<file path="config.mk">
export PLATFORM = sky130hd
export DESIGN_NAME = fbac_device_flat
export DESIGN_NICKNAME = d
export VERILOG_FILES = /design/src/core/fbac_pkg.sv /design/src/core/fbac_if.sv /design/src/core/fbac_device.sv /design/src/flat_wrapper.sv
export SDC_FILE = /design/constraint.sdc
export NUM_CORES = 1
export LEC_CHECK = 0
export BUFFER_PORTS_ARGS = -buffer_cell sky130_fd_sc_hd__buf_2
export CAP_MARGIN = 20
export CORE_MARGIN = 3
export CORE_UTILIZATION = 38
export CTS_BUF_LIST = sky130_fd_sc_hd__clkbuf_8 sky130_fd_sc_hd__clkbuf_16
export CTS_CLUSTER_SIZE = 24
export DETAILED_ROUTE_END_ITERATION = 10
export PLACE_DENSITY = 0.79
export SYNTH_ARGS = -nofsm -noshare
export SYNTH_HDL_FRONTEND = slang
export SYNTH_SLANG_ARGS = --single-unit
</file>
<file path="constraint.sdc">
create_clock -name ref_clk -period 1.2 [get_ports ref_clk]
set_clock_uncertainty 0.05 [all_clocks]
set_input_delay 0.36 -clock ref_clk [delete_from_list [all_inputs] [get_ports ref_clk]]
set_output_delay 0.36 -clock ref_clk [all_outputs]
set_load 0.01 [all_outputs]
</file>
<file path="src/core/fbac_pkg.sv">
package fbac_pkg;
    localparam logic [15:0] FBAC_CTRL0_ADDR = 16'h0401;
    localparam logic [15:0] FBAC_CTRL1_ADDR = 16'h0402;
    localparam logic [7:0] FBAC_BANK_SFR = 8'ha0;
    localparam logic [7:0] FBAC_BANK_RESET = 8'h01;
    localparam logic [7:0] FBAC_CTRL1_RESET = 8'h00;
    localparam logic [7:0] FBAC_CTRL0_RESET = 8'h00;
    localparam int FBAC_UNLOCK_BIT = 7;
    localparam int FBAC_CKSEL_BIT = 6;
    localparam logic [16:0] FBAC_ENC_ADDR = 17'h00400;
    localparam logic [16:0] FBAC_FACTORY_LO = 17'h00400;
    localparam logic [16:0] FBAC_FACTORY_HI = 17'h005ff;
    localparam logic [16:0] FBAC_META_RO_HI = 17'h003ff;
    localparam logic [16:0] FBAC_DBG_RD_LO = 17'h18000;
    localparam int FBAC_PAGES = 256;
    localparam int FBAC_PAGE_BYTES = 512;
    localparam logic [7:0] FBAC_CMD_FAST = 8'h22;
    localparam logic [7:0] FBAC_CMD_SLOW = 8'h23;
    // operation codes on the access request
    typedef enum logic [1:0] {
        FBAC_OP_READ = 2'h0,
        FBAC_OP_WRITE = 2'h1,
        FBAC_OP_PAGE = 2'h2,
        FBAC_OP_MASS = 2'h3
    } fbac_op_t;
endpackage

</file>
<file path="src/core/fbac_if.sv">
`timescale 1ns/1ns
// processor side of the bank logic
interface fbac_if;
    logic fetchValid;       // program fetch strobe
    logic [15:0] fetchAddr; // cpu program address
    logic sfrWrite;         // sfr write strobe
    logic sfrRead;          // sfr read strobe
    logic [7:0] sfrAddr;
    logic [7:0] sfrWdata;
    logic codeWrite;        // program-space write (control regs)
    logic [15:0] codeAddr;
    logic [7:0] codeWdata;
    logic accValid;         // flash access request
    logic [1:0] accOp;
    logic [16:0] accAddr;
    logic dbgCmdValid;      // debugger command strobe
    logic [7:0] dbgCmd;
    logic [16:0] flashAddr; // mapped flash address
    logic flashValid;
    logic [7:0] sfrRdata;
    logic accGrant;
    logic accDeny;
    modport device (input fetchValid, fetchAddr, sfrWrite, sfrRead, sfrAddr, sfrWdata,
        codeWrite, codeAddr, codeWdata, accValid, accOp, accAddr, dbgCmdValid, dbgCmd,
        output flashAddr, flashValid, sfrRdata, accGrant, accDeny);
    modport host (output fetchValid, fetchAddr, sfrWrite, sfrRead, sfrAddr, sfrWdata,
        codeWrite, codeAddr, codeWdata, accValid, accOp, accAddr, dbgCmdValid, dbgCmd,
        input flashAddr, flashValid, sfrRdata, accGrant, accDeny);
endinterface

</file>
<file path="src/core/fbac_device.sv">
`timescale 1ns/1ns
// bank mapping, control registers, debug mode and access permissions
module fbac_device
    import fbac_pkg::*;
(
    // single clock and pin reset
    input wire logic ref_clk,
    input wire logic resetn,
    // processor and debugger requests, mapped answers back
    fbac_if.device bus,
    // chip pins, taken as synchronous to ref_clk
    input wire logic mode_select_pin,   // low selects debug mode
    // encryption byte as the flash array presents it
    input wire logic encByte0,          // bit0 of flash byte 0x0400
    // power management requests from the rest of the chip
    input wire logic sleepReq,          // cpu asks to sleep
    input wire logic deepSleepReq,
    input wire logic sleeping,          // system currently asleep
    // reset sources that debug mode must swallow
    input wire logic porReq,            // power-on/brown-out reset request
    input wire logic wdtReq,            // watchdog overflow request
    // mode and gated power events
    output logic debugMode,
    output logic sleepGrant,
    output logic deepSleepGrant,
    output logic porReset,
    output logic wdtReset,
    // power recovery for a system asleep at debug entry
    output logic wakeEvent,             // one-cycle power recovery pulse
    // debug port limit and flash control
    output logic fastTck,               // test clock limit raised to pll rate
    output logic program_clock_select,
    output logic [7:0] ctrl0            // second control register, passed out
);
    // all state of the block in one word, registered in one place
    typedef struct packed {
        // bank field of the bank register
        logic [1:0] bank;
        // clock select bit of the first control register
        logic cksel;
        // second control register, stored whole
        logic [7:0] ctrl0;
        // encryption latch, loaded once per reset
        logic encLatched;
        logic encLoaded;
        // mode as seen one edge ago
        logic dbg;
        // raised debug port limit
        logic fast;
        // one-cycle wake pulse
        logic wake;
        // power gates
        logic sleepG;
        logic deepG;
        logic por;
        logic wdt;
        // mapped fetch
        logic [16:0] fAddr;
        logic fValid;
        // register read data and access answer
        logic [7:0] rdata;
        logic grant;
        logic deny;
    } fbac_state_t;

    fbac_state_t st, next_st;

    // flash size from its page layout; the 17-bit address covers it exactly
    localparam int FLASH_BYTES = FBAC_PAGES * FBAC_PAGE_BYTES;
    localparam int ADDR_BITS = $clog2(FLASH_BYTES);

    // bank register decode, shared by the write and read paths
    function automatic logic bank_hit(input logic [7:0] a);
        return a == FBAC_BANK_SFR;
    endfunction

    // program-space register decode, shared by both control registers
    function automatic logic code_hit(input logic wr, input logic [15:0] a,
                                      input logic [15:0] target);
        return wr && a == target;
    endfunction

    // permission lookup for one request
    function automatic logic permit(input logic dbgM, input logic enc,
                                    input logic [1:0] op, input logic [ADDR_BITS-1:0] a);
        // metering mode: encryption has no say, mass erase never allowed
        if (!dbgM) begin
            if (op == FBAC_OP_MASS) return 1'b0;
            // lowest region is read-only so boot code cannot be lost in the field
            if (a <= FBAC_META_RO_HI) return op == FBAC_OP_READ;
            return 1'b1;
        end
        // debug mode with the bit set: everything goes
        if (enc) return 1'b1;
        // debug mode, bit clear: mass erase anywhere, reads only in the top bank
        if (op == FBAC_OP_MASS) return 1'b1;
        return (a >= FBAC_DBG_RD_LO) && (op == FBAC_OP_READ);
    endfunction

    // next-state logic
    always_comb begin
        logic allowed; // permission for the request on the bus this cycle
        allowed = 1'b0;
        next_st = st;

        // encryption sampled once after reset release only
        // a later change of the byte waits for the next pin reset
        if (!st.encLoaded) begin
            next_st.encLatched = encByte0;
            next_st.encLoaded = 1'b1;
        end

        // mode follows the pin one edge later
        next_st.dbg = !mode_select_pin;
        // wake if asleep as debug begins
        next_st.wake = !mode_select_pin && !st.dbg && sleeping;

        // gates use the pin itself, so a mode change acts at the next edge
        // sleep is refused while debugging so the debugger keeps the core
        next_st.sleepG = sleepReq && mode_select_pin;
        next_st.deepG = deepSleepReq && mode_select_pin;

        // power-on and watchdog resets are swallowed while debugging
        next_st.por = porReq && mode_select_pin;
        next_st.wdt = wdtReq && mode_select_pin;

        // debugger clock limit commands
        // commands only count while debugging
        if (bus.dbgCmdValid && st.dbg) begin
            if (bus.dbgCmd == FBAC_CMD_FAST) next_st.fast = 1'b1;
            else if (bus.dbgCmd == FBAC_CMD_SLOW) next_st.fast = 1'b0;
        end
        // leaving debug drops back to the default limit
        if (!st.dbg) next_st.fast = 1'b0;

        // sfr bank register
        if (bus.sfrWrite && bank_hit(bus.sfrAddr)) begin
            // reserved upper bits are not stored, so they always read zero
            next_st.bank = bus.sfrWdata[1:0];
        end
        // read data is zero for every other address
        if (bus.sfrRead && bank_hit(bus.sfrAddr)) begin
            next_st.rdata = {6'h00, st.bank};
        end else begin
            next_st.rdata = 8'h00;
        end

        // program-space control registers
        // without the unlock bit the write is dropped whole
        if (code_hit(bus.codeWrite, bus.codeAddr, FBAC_CTRL1_ADDR) &&
            bus.codeWdata[FBAC_UNLOCK_BIT]) begin
            next_st.cksel = bus.codeWdata[FBAC_CKSEL_BIT];
        end
        // second register is only stored and passed out, no unlock needed
        if (code_hit(bus.codeWrite, bus.codeAddr, FBAC_CTRL0_ADDR)) begin
            next_st.ctrl0 = bus.codeWdata;
        end

        // fetch mapping
        // lower half never looks at the bank, so vectors stay put on a switch
        // valid follows the request one edge later
        next_st.fValid = bus.fetchValid;
        if (!bus.fetchAddr[15]) begin
            next_st.fAddr = {2'b00, bus.fetchAddr[14:0]};
        end else begin
            // undefined code 00 falls back to bank one so execution stays defined
            unique case (st.bank)
                2'b10: next_st.fAddr = {2'b10, bus.fetchAddr[14:0]};
                2'b11: next_st.fAddr = {2'b11, bus.fetchAddr[14:0]};
                default: next_st.fAddr = {2'b01, bus.fetchAddr[14:0]};
            endcase
        end

        // access permission answer, exactly one of the pair per request
        allowed = permit(st.dbg, st.encLatched, bus.accOp, bus.accAddr);
        next_st.grant = bus.accValid && allowed;
        next_st.deny = bus.accValid && !allowed;
    end

    // state register
    // one register for the whole state word, loaded with its reset values by the pin reset
    always_ff @(posedge ref_clk or negedge resetn) begin
        if (!resetn) begin
            // everything idle, encryption latch empty until the first edge
            st <= '0;
            // bank one in the upper window after reset
            st.bank <= FBAC_BANK_RESET[1:0];
            // clock select starts at the slow setting
            st.cksel <= FBAC_CTRL1_RESET[FBAC_CKSEL_BIT];
            st.ctrl0 <= FBAC_CTRL0_RESET;
        end else begin
            st <= next_st;
        end
    end

    // outputs straight from the state flops
    assign debugMode = st.dbg;
    assign sleepGrant = st.sleepG;
    assign deepSleepGrant = st.deepG;
    assign porReset = st.por;
    assign wdtReset = st.wdt;
    assign wakeEvent = st.wake;
    assign fastTck = st.fast;
    assign program_clock_select = st.cksel;
    assign ctrl0 = st.ctrl0;

    // answers back to the processor side
    assign bus.flashAddr = st.fAddr;
    assign bus.flashValid = st.fValid;
    assign bus.sfrRdata = st.rdata;
    assign bus.accGrant = st.grant;
    assign bus.accDeny = st.deny;
endmodule // fbac_device

</file>
<file path="src/flat_wrapper.sv">
// flat-port wrapper written by rule: the top's interface ports become plain ports
module fbac_device_flat import fbac_pkg::*;
  (ref_clk, resetn, mode_select_pin, encByte0, sleepReq, deepSleepReq, sleeping, porReq, wdtReq, debugMode, sleepGrant, deepSleepGrant, porReset, wdtReset, wakeEvent, fastTck, program_clock_select, ctrl0, bus_fetchValid, bus_fetchAddr, bus_sfrWrite, bus_sfrRead, bus_sfrAddr, bus_sfrWdata, bus_codeWrite, bus_codeAddr, bus_codeWdata, bus_accValid, bus_accOp, bus_accAddr, bus_dbgCmdValid, bus_dbgCmd, bus_flashAddr, bus_flashValid, bus_sfrRdata, bus_accGrant, bus_accDeny);
  fbac_if bus_i ();
  input wire logic ref_clk;
  input wire logic resetn;
  input wire logic mode_select_pin;
  input wire logic encByte0;
  input wire logic sleepReq;
  input wire logic deepSleepReq;
  input wire logic sleeping;
  input wire logic porReq;
  input wire logic wdtReq;
  output logic debugMode;
  output logic sleepGrant;
  output logic deepSleepGrant;
  output logic porReset;
  output logic wdtReset;
  output logic wakeEvent;
  output logic fastTck;
  output logic program_clock_select;
  output logic [7:0] ctrl0;
  input wire logic [$bits(bus_i.fetchValid)-1:0] bus_fetchValid;
  input wire logic [$bits(bus_i.fetchAddr)-1:0] bus_fetchAddr;
  input wire logic [$bits(bus_i.sfrWrite)-1:0] bus_sfrWrite;
  input wire logic [$bits(bus_i.sfrRead)-1:0] bus_sfrRead;
  input wire logic [$bits(bus_i.sfrAddr)-1:0] bus_sfrAddr;
  input wire logic [$bits(bus_i.sfrWdata)-1:0] bus_sfrWdata;
  input wire logic [$bits(bus_i.codeWrite)-1:0] bus_codeWrite;
  input wire logic [$bits(bus_i.codeAddr)-1:0] bus_codeAddr;
  input wire logic [$bits(bus_i.codeWdata)-1:0] bus_codeWdata;
  input wire logic [$bits(bus_i.accValid)-1:0] bus_accValid;
  input wire logic [$bits(bus_i.accOp)-1:0] bus_accOp;
  input wire logic [$bits(bus_i.accAddr)-1:0] bus_accAddr;
  input wire logic [$bits(bus_i.dbgCmdValid)-1:0] bus_dbgCmdValid;
  input wire logic [$bits(bus_i.dbgCmd)-1:0] bus_dbgCmd;
  output wire logic [$bits(bus_i.flashAddr)-1:0] bus_flashAddr;
  output wire logic [$bits(bus_i.flashValid)-1:0] bus_flashValid;
  output wire logic [$bits(bus_i.sfrRdata)-1:0] bus_sfrRdata;
  output wire logic [$bits(bus_i.accGrant)-1:0] bus_accGrant;
  output wire logic [$bits(bus_i.accDeny)-1:0] bus_accDeny;
  assign bus_i.fetchValid = bus_fetchValid;
  assign bus_i.fetchAddr = bus_fetchAddr;
  assign bus_i.sfrWrite = bus_sfrWrite;
  assign bus_i.sfrRead = bus_sfrRead;
  assign bus_i.sfrAddr = bus_sfrAddr;
  assign bus_i.sfrWdata = bus_sfrWdata;
  assign bus_i.codeWrite = bus_codeWrite;
  assign bus_i.codeAddr = bus_codeAddr;
  assign bus_i.codeWdata = bus_codeWdata;
  assign bus_i.accValid = bus_accValid;
  assign bus_i.accOp = bus_accOp;
  assign bus_i.accAddr = bus_accAddr;
  assign bus_i.dbgCmdValid = bus_dbgCmdValid;
  assign bus_i.dbgCmd = bus_dbgCmd;
  assign bus_flashAddr = bus_i.flashAddr;
  assign bus_flashValid = bus_i.flashValid;
  assign bus_sfrRdata = bus_i.sfrRdata;
  assign bus_accGrant = bus_i.accGrant;
  assign bus_accDeny = bus_i.accDeny;
  fbac_device u_core (.ref_clk(ref_clk), .resetn(resetn), .bus(bus_i), .mode_select_pin(mode_select_pin), .encByte0(encByte0), .sleepReq(sleepReq), .deepSleepReq(deepSleepReq), .sleeping(sleeping), .porReq(porReq), .wdtReq(wdtReq), .debugMode(debugMode), .sleepGrant(sleepGrant), .deepSleepGrant(deepSleepGrant), .porReset(porReset), .wdtReset(wdtReset), .wakeEvent(wakeEvent), .fastTck(fastTck), .program_clock_select(program_clock_select), .ctrl0(ctrl0));
endmodule
</file>
# Word-level counts from Yosys, hierarchy flattened
# Cells that the tools add are included.
[word_totals]
in_bits = 98
register_bits = 42
output_inout_bits = 44
word_cells = 75
[classes]
n_lt_le_gt_ge = 2
n_eq_ne = 10
reduce_logical = 20
n_mux = 26
[ops]
columns = ["cell", "n"]
rows = [
  ["$pmux W17 S2", 1],
  ["$eq A16 B11 Y1 const B", 2],
  ["$mux W1", 23],
  ["$ge A17 B17 Y1 const B", 1],
  ["$le A17 B10 Y1 const B", 1],
  ["$mux W17", 1],
  ["$eq A8 B6 Y1 const B", 2],
  ["$logic_and A1 B1 Y1", 15],
  ["$eq A8 B8 Y1 const B", 1],
  ["$eq A2 B2 Y1 const B", 3],
  ["$logic_not A1 Y1", 3],
  ["$ne A3 B3 Y1 const B", 1],
  ["$logic_not A2 Y1", 1],
  ["$mux W2", 1],
  ["$ne A2 B2 Y1 const B", 1],
  ["$reduce_and A2 Y1", 1],
]

# Longest topological paths before layout
# Gate-level depths: netlist of the first run.
[depth]
word_depth = 15
depth_mapped = 4
mapped_depth_nobuf = 4

# Worst setup path after synthesis of the first run
# Ideal clock, no wire load.
[synth_timing]
path_type = "input to register"
startpoint = "in bus_sfrAddr[1]"
endpoint = "reg u_core.st[47] in the netlist's numbering"
setup_slack_ns = -0.549
arrival_ns = 1.574
required_time_ns = 1.025
path_stages = 4
path_cell_list = "or4_1 > nor3_2 > and2_1 > mux2_2"
[synth_via]
elab_chain_cells = 2
[synth_rtl]
columns = ["item", "line_no", "rtl"]
rows = [
  ["from (decl)", "flat_wrapper.sv:27", "input wire logic [$bits(bus_i.sfrAddr)-1:0] bus_sfrAddr;"],
  ["$eq A8 B8 Y1", "fbac_device.sv:74", "return a == FBAC_BANK_SFR;"],
  ["$logic_and A1 B1 Y1", "fbac_device.sv:137", "if (bus.sfrWrite && bank_hit(bus.sfrAddr)) begin"],
  ["to (signal assigned)", "fbac_device.sv:192", "st <= next_st;"],
  ["to (decl)", "fbac_device.sv:66", "fbac_state_t st, next_st;"],
]
# Every way passes these cells.
# A chain may end at the register's enable or synchronous reset.

# Worst setup path after layout of the first run
[layout_timing]
startpoint = "in bus_sfrAddr[2]"
endpoint = "reg u_core.st[47] in the netlist's numbering"
# The elaborated chain is that of the path after synthesis.

==> impl_results.md, run 1 <==
- Status: finished with violations
- Failing checks: negative setup slack
- Crit share post-route: 128.2%
- Post-synthesis compound-gate area fraction: 2.264%
- Number of slew-limit violations in the final report: 0
- Most frequent cells in the layout: buf_2 (107), dfrtp_1 (41), buf_6 (13)
- Post-synthesis mux area share: 7.816%
- Clock sinks: 42
- HPWL Detailed: 3036 um
- #FFs+latches synth: 42
- Total leakage power: 1.396 nW
- Final routed wirelength across all metal layers: 4050 um
- Drt first pass iters: 2
- Post-Syn Instances: 132
- Buffer levels on the longest clock path: 2
- EDFF count, synth: 0
- Number of DRC violations after detailed routing: 0
- Number of placed instances, taps included: 278
- Worst hold slack across all endpoints: 0.1279 ns
- DRT antenna net count: 0
- Number of different library cells in the post-synthesis netlist: 26
- Met1 layer usage reported by global route: 14.32%
- Count of boundary I/O pins: 142
- Number of antenna violations at the first check in global routing: 0
- Avg Cell Area, Syn: 12.98 um^2
- Class of the most critical hold timing path: in -> reg
- Routed vias/inst: 4.492
- Routed via count: 1325
- Chip Width: 73.14 um
- Primary flip-flop cell chosen by synthesis mapping: dfrtp_1
- Number of H-tree branching levels: 2
- Summed area of non-filler cells in the final layout: 0.002569 mm^2
- GRT Total Usage: 13.97%
- Capturing element type of the critical path: register
- Max frequency: 0.6500 GHz
- Critical path data required time: 1.32 ns
- Master cell of the clock root buffer: clkbuf_8
- WL per Instance: 13.73 um
- Time the worst path needs with I/O delays and setup: 1.539 ns
- Count of max-cap constraint violations: 0
- Clock input transition at the sequential cells of the worst setup and hold paths: 0.08 ns
- Vert. Die Dim: 73.14 um
- Diodes inserted: 0
- Worst Setup Slack, final: -0.3385 ns
- Dominant combinational cell family by area after synthesis: buffers and inverters
- Site row count: 23
- XOR/XNOR Fraction of Synth Area: 0%
- Power Density: 1068 mW/mm^2
- Total of buffers placed on input and output ports: 119
- Number of clock buffers inserted by TritonCTS: 5
- Effective utilization at floorplan: 41.05%
- Max IR drop VDD: 624.3 uV
- TritonCTS clock tree: built
- Sum of internal, switching and leakage power: 0.002744 W
- NumNets Final: 342
- Total of warnings raised by yosys: 0
- Share of the yosys chip area belonging to registers: 61.43%
- Drt first-iter violations: 12
- Number of setup violations in the final report: 27
- Via count of the first global-routing pass: 1340
- Global-route met3 utilization: 5.234%
- Share of final-layout standard cells stronger than drive strength 1: 66.53%
- Crit start category: input port
- Met2 global-route usage: 25.62%
- GR peak layer: met2
- Unrepaired setup endpoints after global routing: true
- Synthesized-area fraction occupied by adder cells: 0%
- Global route overflow: 0
- Area added between synthesis and finish: 49.96%
- Standard cell core area: 0.004173 mm^2
- Routability congestion estimate from global placement: 0.7455
- Die footprint: 0.005349 mm^2
- Setup slack of the most critical reg-to-reg path: 0.08 ns
- Post-synthesis share of cell area spent on and, or, nand and nor gates: 12.71%
- Async S/R FF share, synth: 100.0%
- Standard cell area after detailed placement: 0.002261 mm^2
- Number of hold violations in the final report: 0
- Final non-filler cell total: 295
- Largest driver fanout on the critical path: 2
- Clock latency at the later pin of the worst-skew pair: 0.28 ns
- Area of the mapped netlist: 0.001713 mm^2
- WS Path Type: in -> reg
- Global-route wire length before repair: 5733 um
- Most common cell after layout, fill and taps aside: buf_2
- Arrival time worst endpoint: 1.65 ns
- Pin count of the biggest net entering global routing: 26
registers in the layout, summed over array words and instances (netlist names):
name                         cells
u_core.porReset                  1
u_core.sleepGrant                1
u_core.wdtReset                  1
u_core.bus.sfrRdata              2
u_core.bus.flashAddr            17
u_core.st                        4
u_core.debugMode                 1
u_core.bus.accDeny               1
u_core.bus.accGrant              1
u_core.bus.flashValid            1
u_core.program_clock_select      1
u_core.deepSleepGrant            1
u_core.wakeEvent                 1
u_core.ctrl0                     8
u_core.fastTck                   1
kinds of logic (layout without fill, tap and decap cells):
| group | Yosys count | count (layout) |
|---|---|---|
| mux | 12 | 12 |
| compound gates | 6 | 6 |
| simple gates | 33 | 33 |
| flops | 42 | 42 |
| buf+inv | 37 | 145 |
| other cells | 2 | 7 |
cells in the mapped netlist, types with 2 or more instances:
cell type / number / area [um^2]
buf_4: 33 / 247.7
mux2_2: 11 / 123.9
nand3_1: 2 / 10.01
dfrtp_1: 41 / 1026
o211ai_1: 2 / 15.01
nand2_1: 2 / 7.510
conb_1: 2 / 7.510
o21ai_0: 2 / 10.01
and2_1: 7 / 43.79
nor3b_1: 2 / 15.01
nand4_1: 2 / 12.51
nor4_1: 3 / 18.77
nor4b_1: 3 / 26.28
nor2_1: 3 / 11.26
inv_1: 4 / 15.01
nor3_1: 2 / 10.01
and3_1: 2 / 12.51
critical path, cell delays in order:
cell	delay, ns
buf_6	0.09
or4_4	0.53
nor3_4	0.20
and2_4	0.18
mux2_4	0.29
timing repair:
action	in CTS	in global routing
setup endpoints to repair	38	53
pin swaps	8	4
setup buffers	4	6
resized for setup	13	15
hold buffers	1	0
endpoints found under the hold margin	12	0
final cells by class:
class                           instances  area [um^2]
Tap cell                               50        62.56
Clock buffer                            6        82.58
Clock inverter                          2        12.51
Fill cell                             344         1604
Sequential cell                        42         1052
Multi-Input combinational cell         58        536.8
Timing Repair Buffer                  133        807.0
Inverter                                4        15.01
per-stage QoR:
step                      TNS (ns)  setup WS, ns  util [%]
after floorplan             -5.513       -0.5216         -
after global placement      -7.271       -0.6197     54.18
after detailed placement    -7.771       -0.6619     54.18
after CTS                   -3.535       -0.2961     58.74
after global routing        -5.090       -0.3731     61.56
final                       -3.570       -0.3385     61.56
report_power, final:
part / internal (W) / switching, W
Sequential: 0.00147 / 0.0000198
Clock: 0.000462 / 0.000451
Combinational: 0.000186 / 0.000155
routing by layer:
metal  vias up  share of wire (%)
met5         -                  0
met2        74                 52
met3         2                 12
met1       622                 35
met4         0               0.59
li1        627                  -
worst paths after layout:
kind | from | endpoint | cells after the start
max | bus_sfrAddr[2] | u_core.st[47]$_DFFE_PN0P_ | 5
min | bus_fetchAddr[0] | u_core.bus.flashAddr[0]$_DFF_PN0_ | 1
max reg2reg | u_core.debugMode$_DFF_PN0_ | u_core.bus.accGrant$_DFF_PN0_ | 4
min reg2reg | u_core.st[35]$_DFF_PN0_ | u_core.st[36]$_DFFE_PN0N_ | 1
max in group asynchronous | resetn | u_core.wdtReset$_DFF_PN0_ | 3
min in group asynchronous | resetn | u_core.bus.flashAddr[4]$_DFF_PN0_ | 2
Note: power is estimated with default switching activity, not from simulation.
==> inputs of run 2 (changes only) <==
--- a/config.mk
+++ b/config.mk
@@ -5,14 +5,15 @@
 export SDC_FILE = /design/constraint.sdc
 export NUM_CORES = 1
 export LEC_CHECK = 0
+export ABC_AREA = 1
 export BUFFER_PORTS_ARGS = -buffer_cell sky130_fd_sc_hd__buf_2
 export CAP_MARGIN = 20
 export CORE_MARGIN = 3
-export CORE_UTILIZATION = 38
+export CORE_UTILIZATION = 39
 export CTS_BUF_LIST = sky130_fd_sc_hd__clkbuf_8 sky130_fd_sc_hd__clkbuf_16
 export CTS_CLUSTER_SIZE = 24
 export DETAILED_ROUTE_END_ITERATION = 10
-export PLACE_DENSITY = 0.79
+export PLACE_DENSITY_LB_ADDON = 0.05
 export SYNTH_ARGS = -nofsm -noshare
 export SYNTH_HDL_FRONTEND = slang
 export SYNTH_SLANG_ARGS = --single-unit
==> run 2 against run 1 <==
- the flow still finishes with violations (negative setup slack)
- maximum frequency up 24%
- final cell count up 20%
- wire length down 11%
- register-to-register slack better by 0.10 ns
- area after synthesis up 5.6%
- final area down 3.3%
- global-route usage down 0.86 points
- via count up 12%
- largest power group unchanged
- hold slack worse by 0.010 ns
- sequential power about the same
- highest routed layer unchanged
==> impl_results.md, run 2 <==
- Status: finished with violations (unchanged)
- Failing checks: negative setup slack (unchanged)
- Global route overflow: 0 (unchanged)
- Setup Total Neg Slack: -0.2270 ns (was -3.570 ns)
- Area added between synthesis and finish: 37.28% (was 49.96%)
- Total leakage power: 1.475 nW (was 1.396 nW)
- Number of setup violations in the final report: 12 (was 27)
- NumNets Final: 400 (was 342)
- Arrival time worst endpoint: 0.84 ns (was 1.65 ns)
- Critical path data required time: 0.79 ns (was 1.32 ns)
- Number of antenna violations at the first check in global routing: 0 (unchanged)
- Most common cell in the netlist: nand2_1 (was dfrtp_1)
- Number of clock buffers inserted by TritonCTS: 5 (unchanged)
- Via count of the first global-routing pass: 1321 (was 1340)
- TritonCTS clock tree: built (unchanged)
- Most frequent cells in the layout: buf_2 (112), nand2_1 (42), dfrtp_1 (41) (was buf_2 (107), dfrtp_1 (41), buf_6 (13))
- Number of slew-limit violations in the final report: 0 (unchanged)
- Count of boundary I/O pins: 142 (unchanged)
- Clock latency at the later pin of the worst-skew pair: 0.29 ns (was 0.28 ns)
- Drt first-iter violations: 59 (was 12)
- EDFF count, synth: 0 (unchanged)
- DRT antenna net count: 0 (unchanged)
- Standard cell core area: 0.004414 mm^2 (was 0.004173 mm^2)
- Clock input transition at the sequential cells of the worst setup and hold paths: 0.08 ns (about the same)
- Worst Setup Slack, final: -0.04500 ns (was -0.3385 ns)
- Met2 global-route usage: 22.15% (was 25.62%)
- Count of max-cap constraint violations: 0 (unchanged)
- Clock sinks: 42 (unchanged)
- Crit start category: register (was input port)
- Max IR drop VDD: 420.3 uV (was 624.3 uV)
- Final-layout fill cell count: 444 (was 344)
- Worst path slowest cell: dfrtp_1 (was or4_4)
- Max frequency: 0.8032 GHz (was 0.6500 GHz)
- Final routed wirelength across all metal layers: 3601 um (was 4050 um)
- Routed via count: 1486 (was 1325)
- Pin count of the biggest net entering global routing: 22 (was 26)
- Area of the mapped netlist: 0.001809 mm^2 (was 0.001713 mm^2)
- Share of final-layout standard cells stronger than drive strength 1: 48.51% (was 66.53%)
- Vert. Die Dim: 74.11 um (was 73.14 um)
- Worst hold slack across all endpoints: 0.1179 ns (was 0.1279 ns)
- Ordered cell list for the critical path: buf_2 (was buf_6 -> or4_4 -> nor3_4 -> and2_4 -> mux2_4)
- Diodes inserted: 0 (unchanged)
- Routability congestion estimate from global placement: 0.7195 (was 0.7455)
- Capturing element type of the critical path: output port (was register)
- Total of buffers placed on input and output ports: 119 (unchanged)
- Top cells by instance count after synthesis: nand2_1 (42), dfrtp_1 (41), buf_4 (33) (was dfrtp_1 (41), buf_4 (33), mux2_2 (11))
- #FFs+latches synth: 42 (unchanged)
- Number of hold violations in the final report: 0 (unchanged)
- Routed vias/inst: 4.186 (was 4.492)
- Global-route wire length before repair: 5554 um (was 5733 um)
- Cell family with most CP delay: flip-flops (was simple AND/OR/NAND/NOR gates)
- Number of H-tree branching levels: 2 (unchanged)
- Post-Syn Instances: 191 (was 132)
- Max reg flops: 17 (unchanged)
- Buffers & Inverters on Critical Path: 1 (unchanged)
- Drt first pass iters: 4 (was 2)
- Unrepaired setup endpoints after global routing: true (unchanged)
- Crit share post-route: 103.8% (was 128.2%)
- Time the worst path needs with I/O delays and setup: 1.245 ns (was 1.539 ns)
- Die footprint: 0.005492 mm^2 (was 0.005349 mm^2)
- Most common cell after layout, fill and taps aside: buf_2 (unchanged)
- Met1 layer usage reported by global route: 15.21% (was 14.32%)
- Biggest area contributors in the synthesized netlist: dfrtp_1 (57%), buf_4 (14%), nand2_1 (8.7%) (was dfrtp_1 (60%), buf_4 (14%), mux2_2 (7.2%))
- GR peak layer: met2 (unchanged)
- Share of the synthesized area in the top cell type: 56.71% (was 59.90%)
- Global-route met3 utilization: 4.054% (was 5.234%)
- Slowest cell delay on critical path: 0.40 ns (was 0.53 ns)
- Largest driver fanout on the critical path: 2 (unchanged)
- Number of DRC violations after detailed routing: 0 (unchanged)
- Effective utilization at floorplan: 40.99% (was 41.05%)
- Share of the yosys chip area belonging to registers: 58.16% (was 61.43%)
- GRT Total Usage: 13.11% (was 13.97%)
- Primary flip-flop cell chosen by synthesis mapping: dfrtp_1 (unchanged)
- Number of different library cells in the post-synthesis netlist: 19 (was 26)
- WL per Instance: 10.14 um (was 13.73 um)
- WS Path Type: reg -> out (was in -> reg)
- Power Density: 1083 mW/mm^2 (was 1068 mW/mm^2)
- Master cell of the clock root buffer: clkbuf_8 (unchanged)
- Largest area contributor in the netlist: dfrtp_1 (unchanged)
- Chip Width: 74.11 um (was 73.14 um)
- Async S/R FF share, synth: 100.0% (unchanged)
- Buffer levels on the longest clock path: 2 (unchanged)
- Avg Cell Area, Syn: 9.472 um^2 (was 12.98 um^2)
- Total of warnings raised by yosys: 0 (unchanged)
- Site row count: 24 (was 23)
- Class of the most critical hold timing path: in -> reg (unchanged)
- HPWL Detailed: 2912 um (was 3036 um)
==> run 2: cell types whose count changed after synthesis, moves of 3 or more <==
cell / delta
nand2_1: +40
nand3_1: +13
and2_1: -7
mux2_2: -10
nor4b_1: -3
inv_1: +14
nor2_1: +22
nor4_1: -3
==> run 2: power breakdown <==
part           leakage, nW  total, W  switching, W  internal, W
Clock               0.0441  0.000889      0.000481     0.000408
Combinational        0.906  0.000316      0.000150     0.000166
Sequential           0.524   0.00148     0.0000157      0.00147
==> run 2: kinds of logic after synthesis <==
family	share of synthesized area, %
AND/OR/NAND/NOR	21.51
buffers and inverters	18.05
multiplexers	0.6224
other	0.4151
flip-flops	58.16
AO/OA/AOI/OAI	1.245
==> run 2: what timing repair did <==
action / 4_1_cts / 5_1_grt
buffers inserted: 5 / 3
hold buffers: 1 / 0
endpoints found under the setup margin: 35 / 38
gates resized for setup: 2 / 5
endpoints found under the hold margin: 41 / 0
cloned: 0 / 0
==> run 2: area by class of cell <==
type,instances,area [um^2],share of cell area [%]
Clock buffer,5,68.82,2.771
Clock inverter,3,21.27,0.8564
Inverter,18,67.56,2.720
Multi-Input combinational cell,102,449.2,18.09
Sequential cell,42,1052,42.37
Tap cell,52,65.06,2.620
Timing Repair Buffer,133,759.5,30.58
==> run 2: metal layers <==
metal  up-vias  share of wire (%)
li1        760                  -
met1       633                 37
met2        86                 48
met3         7                 13
met4         0                1.9
met5         -                  0
==> run 2: path summary, 6_finish.rpt <==
path / start / cells past startpoint / slack (ns) / endpoint
worst max-delay path: u_core.debugMode$_DFF_PN0_ / 1 / -0.05 / debugMode
max in group asynchronous: resetn / 3 / 0.30 / u_core.st[46]$_DFFE_PN1P_
worst min register to register: u_core.st[46]$_DFFE_PN1P_ / 2 / 0.42 / u_core.st[46]$_DFFE_PN1P_
min in group asynchronous: resetn / 3 / 0.52 / u_core.bus.flashAddr[11]$_DFF_PN0_
worst max register to register: u_core.debugMode$_DFF_PN0_ / 4 / 0.18 / u_core.bus.accGrant$_DFF_PN0_
worst min-delay path: bus_fetchAddr[5] / 1 / 0.12 / u_core.bus.flashAddr[5]$_DFF_PN0_
==> run 2: per-stage QoR <==
| step | util, % | instance area (um^2) | instances | power [W] | worst slack (ns) |
|---|---|---|---|---|---|
| after floorplan | - | 1828 | 196 | 0.001655 | 0.03728 |
| after global placement | 51.64 | 2280 | 338 | 0.001815 | -0.08649 |
| after detailed placement | 51.64 | 2280 | 338 | 0.001820 | -0.1019 |
| after CTS | 55.05 | 2430 | 352 | 0.002727 | -0.06660 |
| after global routing | 56.26 | 2484 | 355 | 0.002842 | -0.08589 |
| final | 56.26 | 2484 | 355 | 0.002689 | -0.04500 |
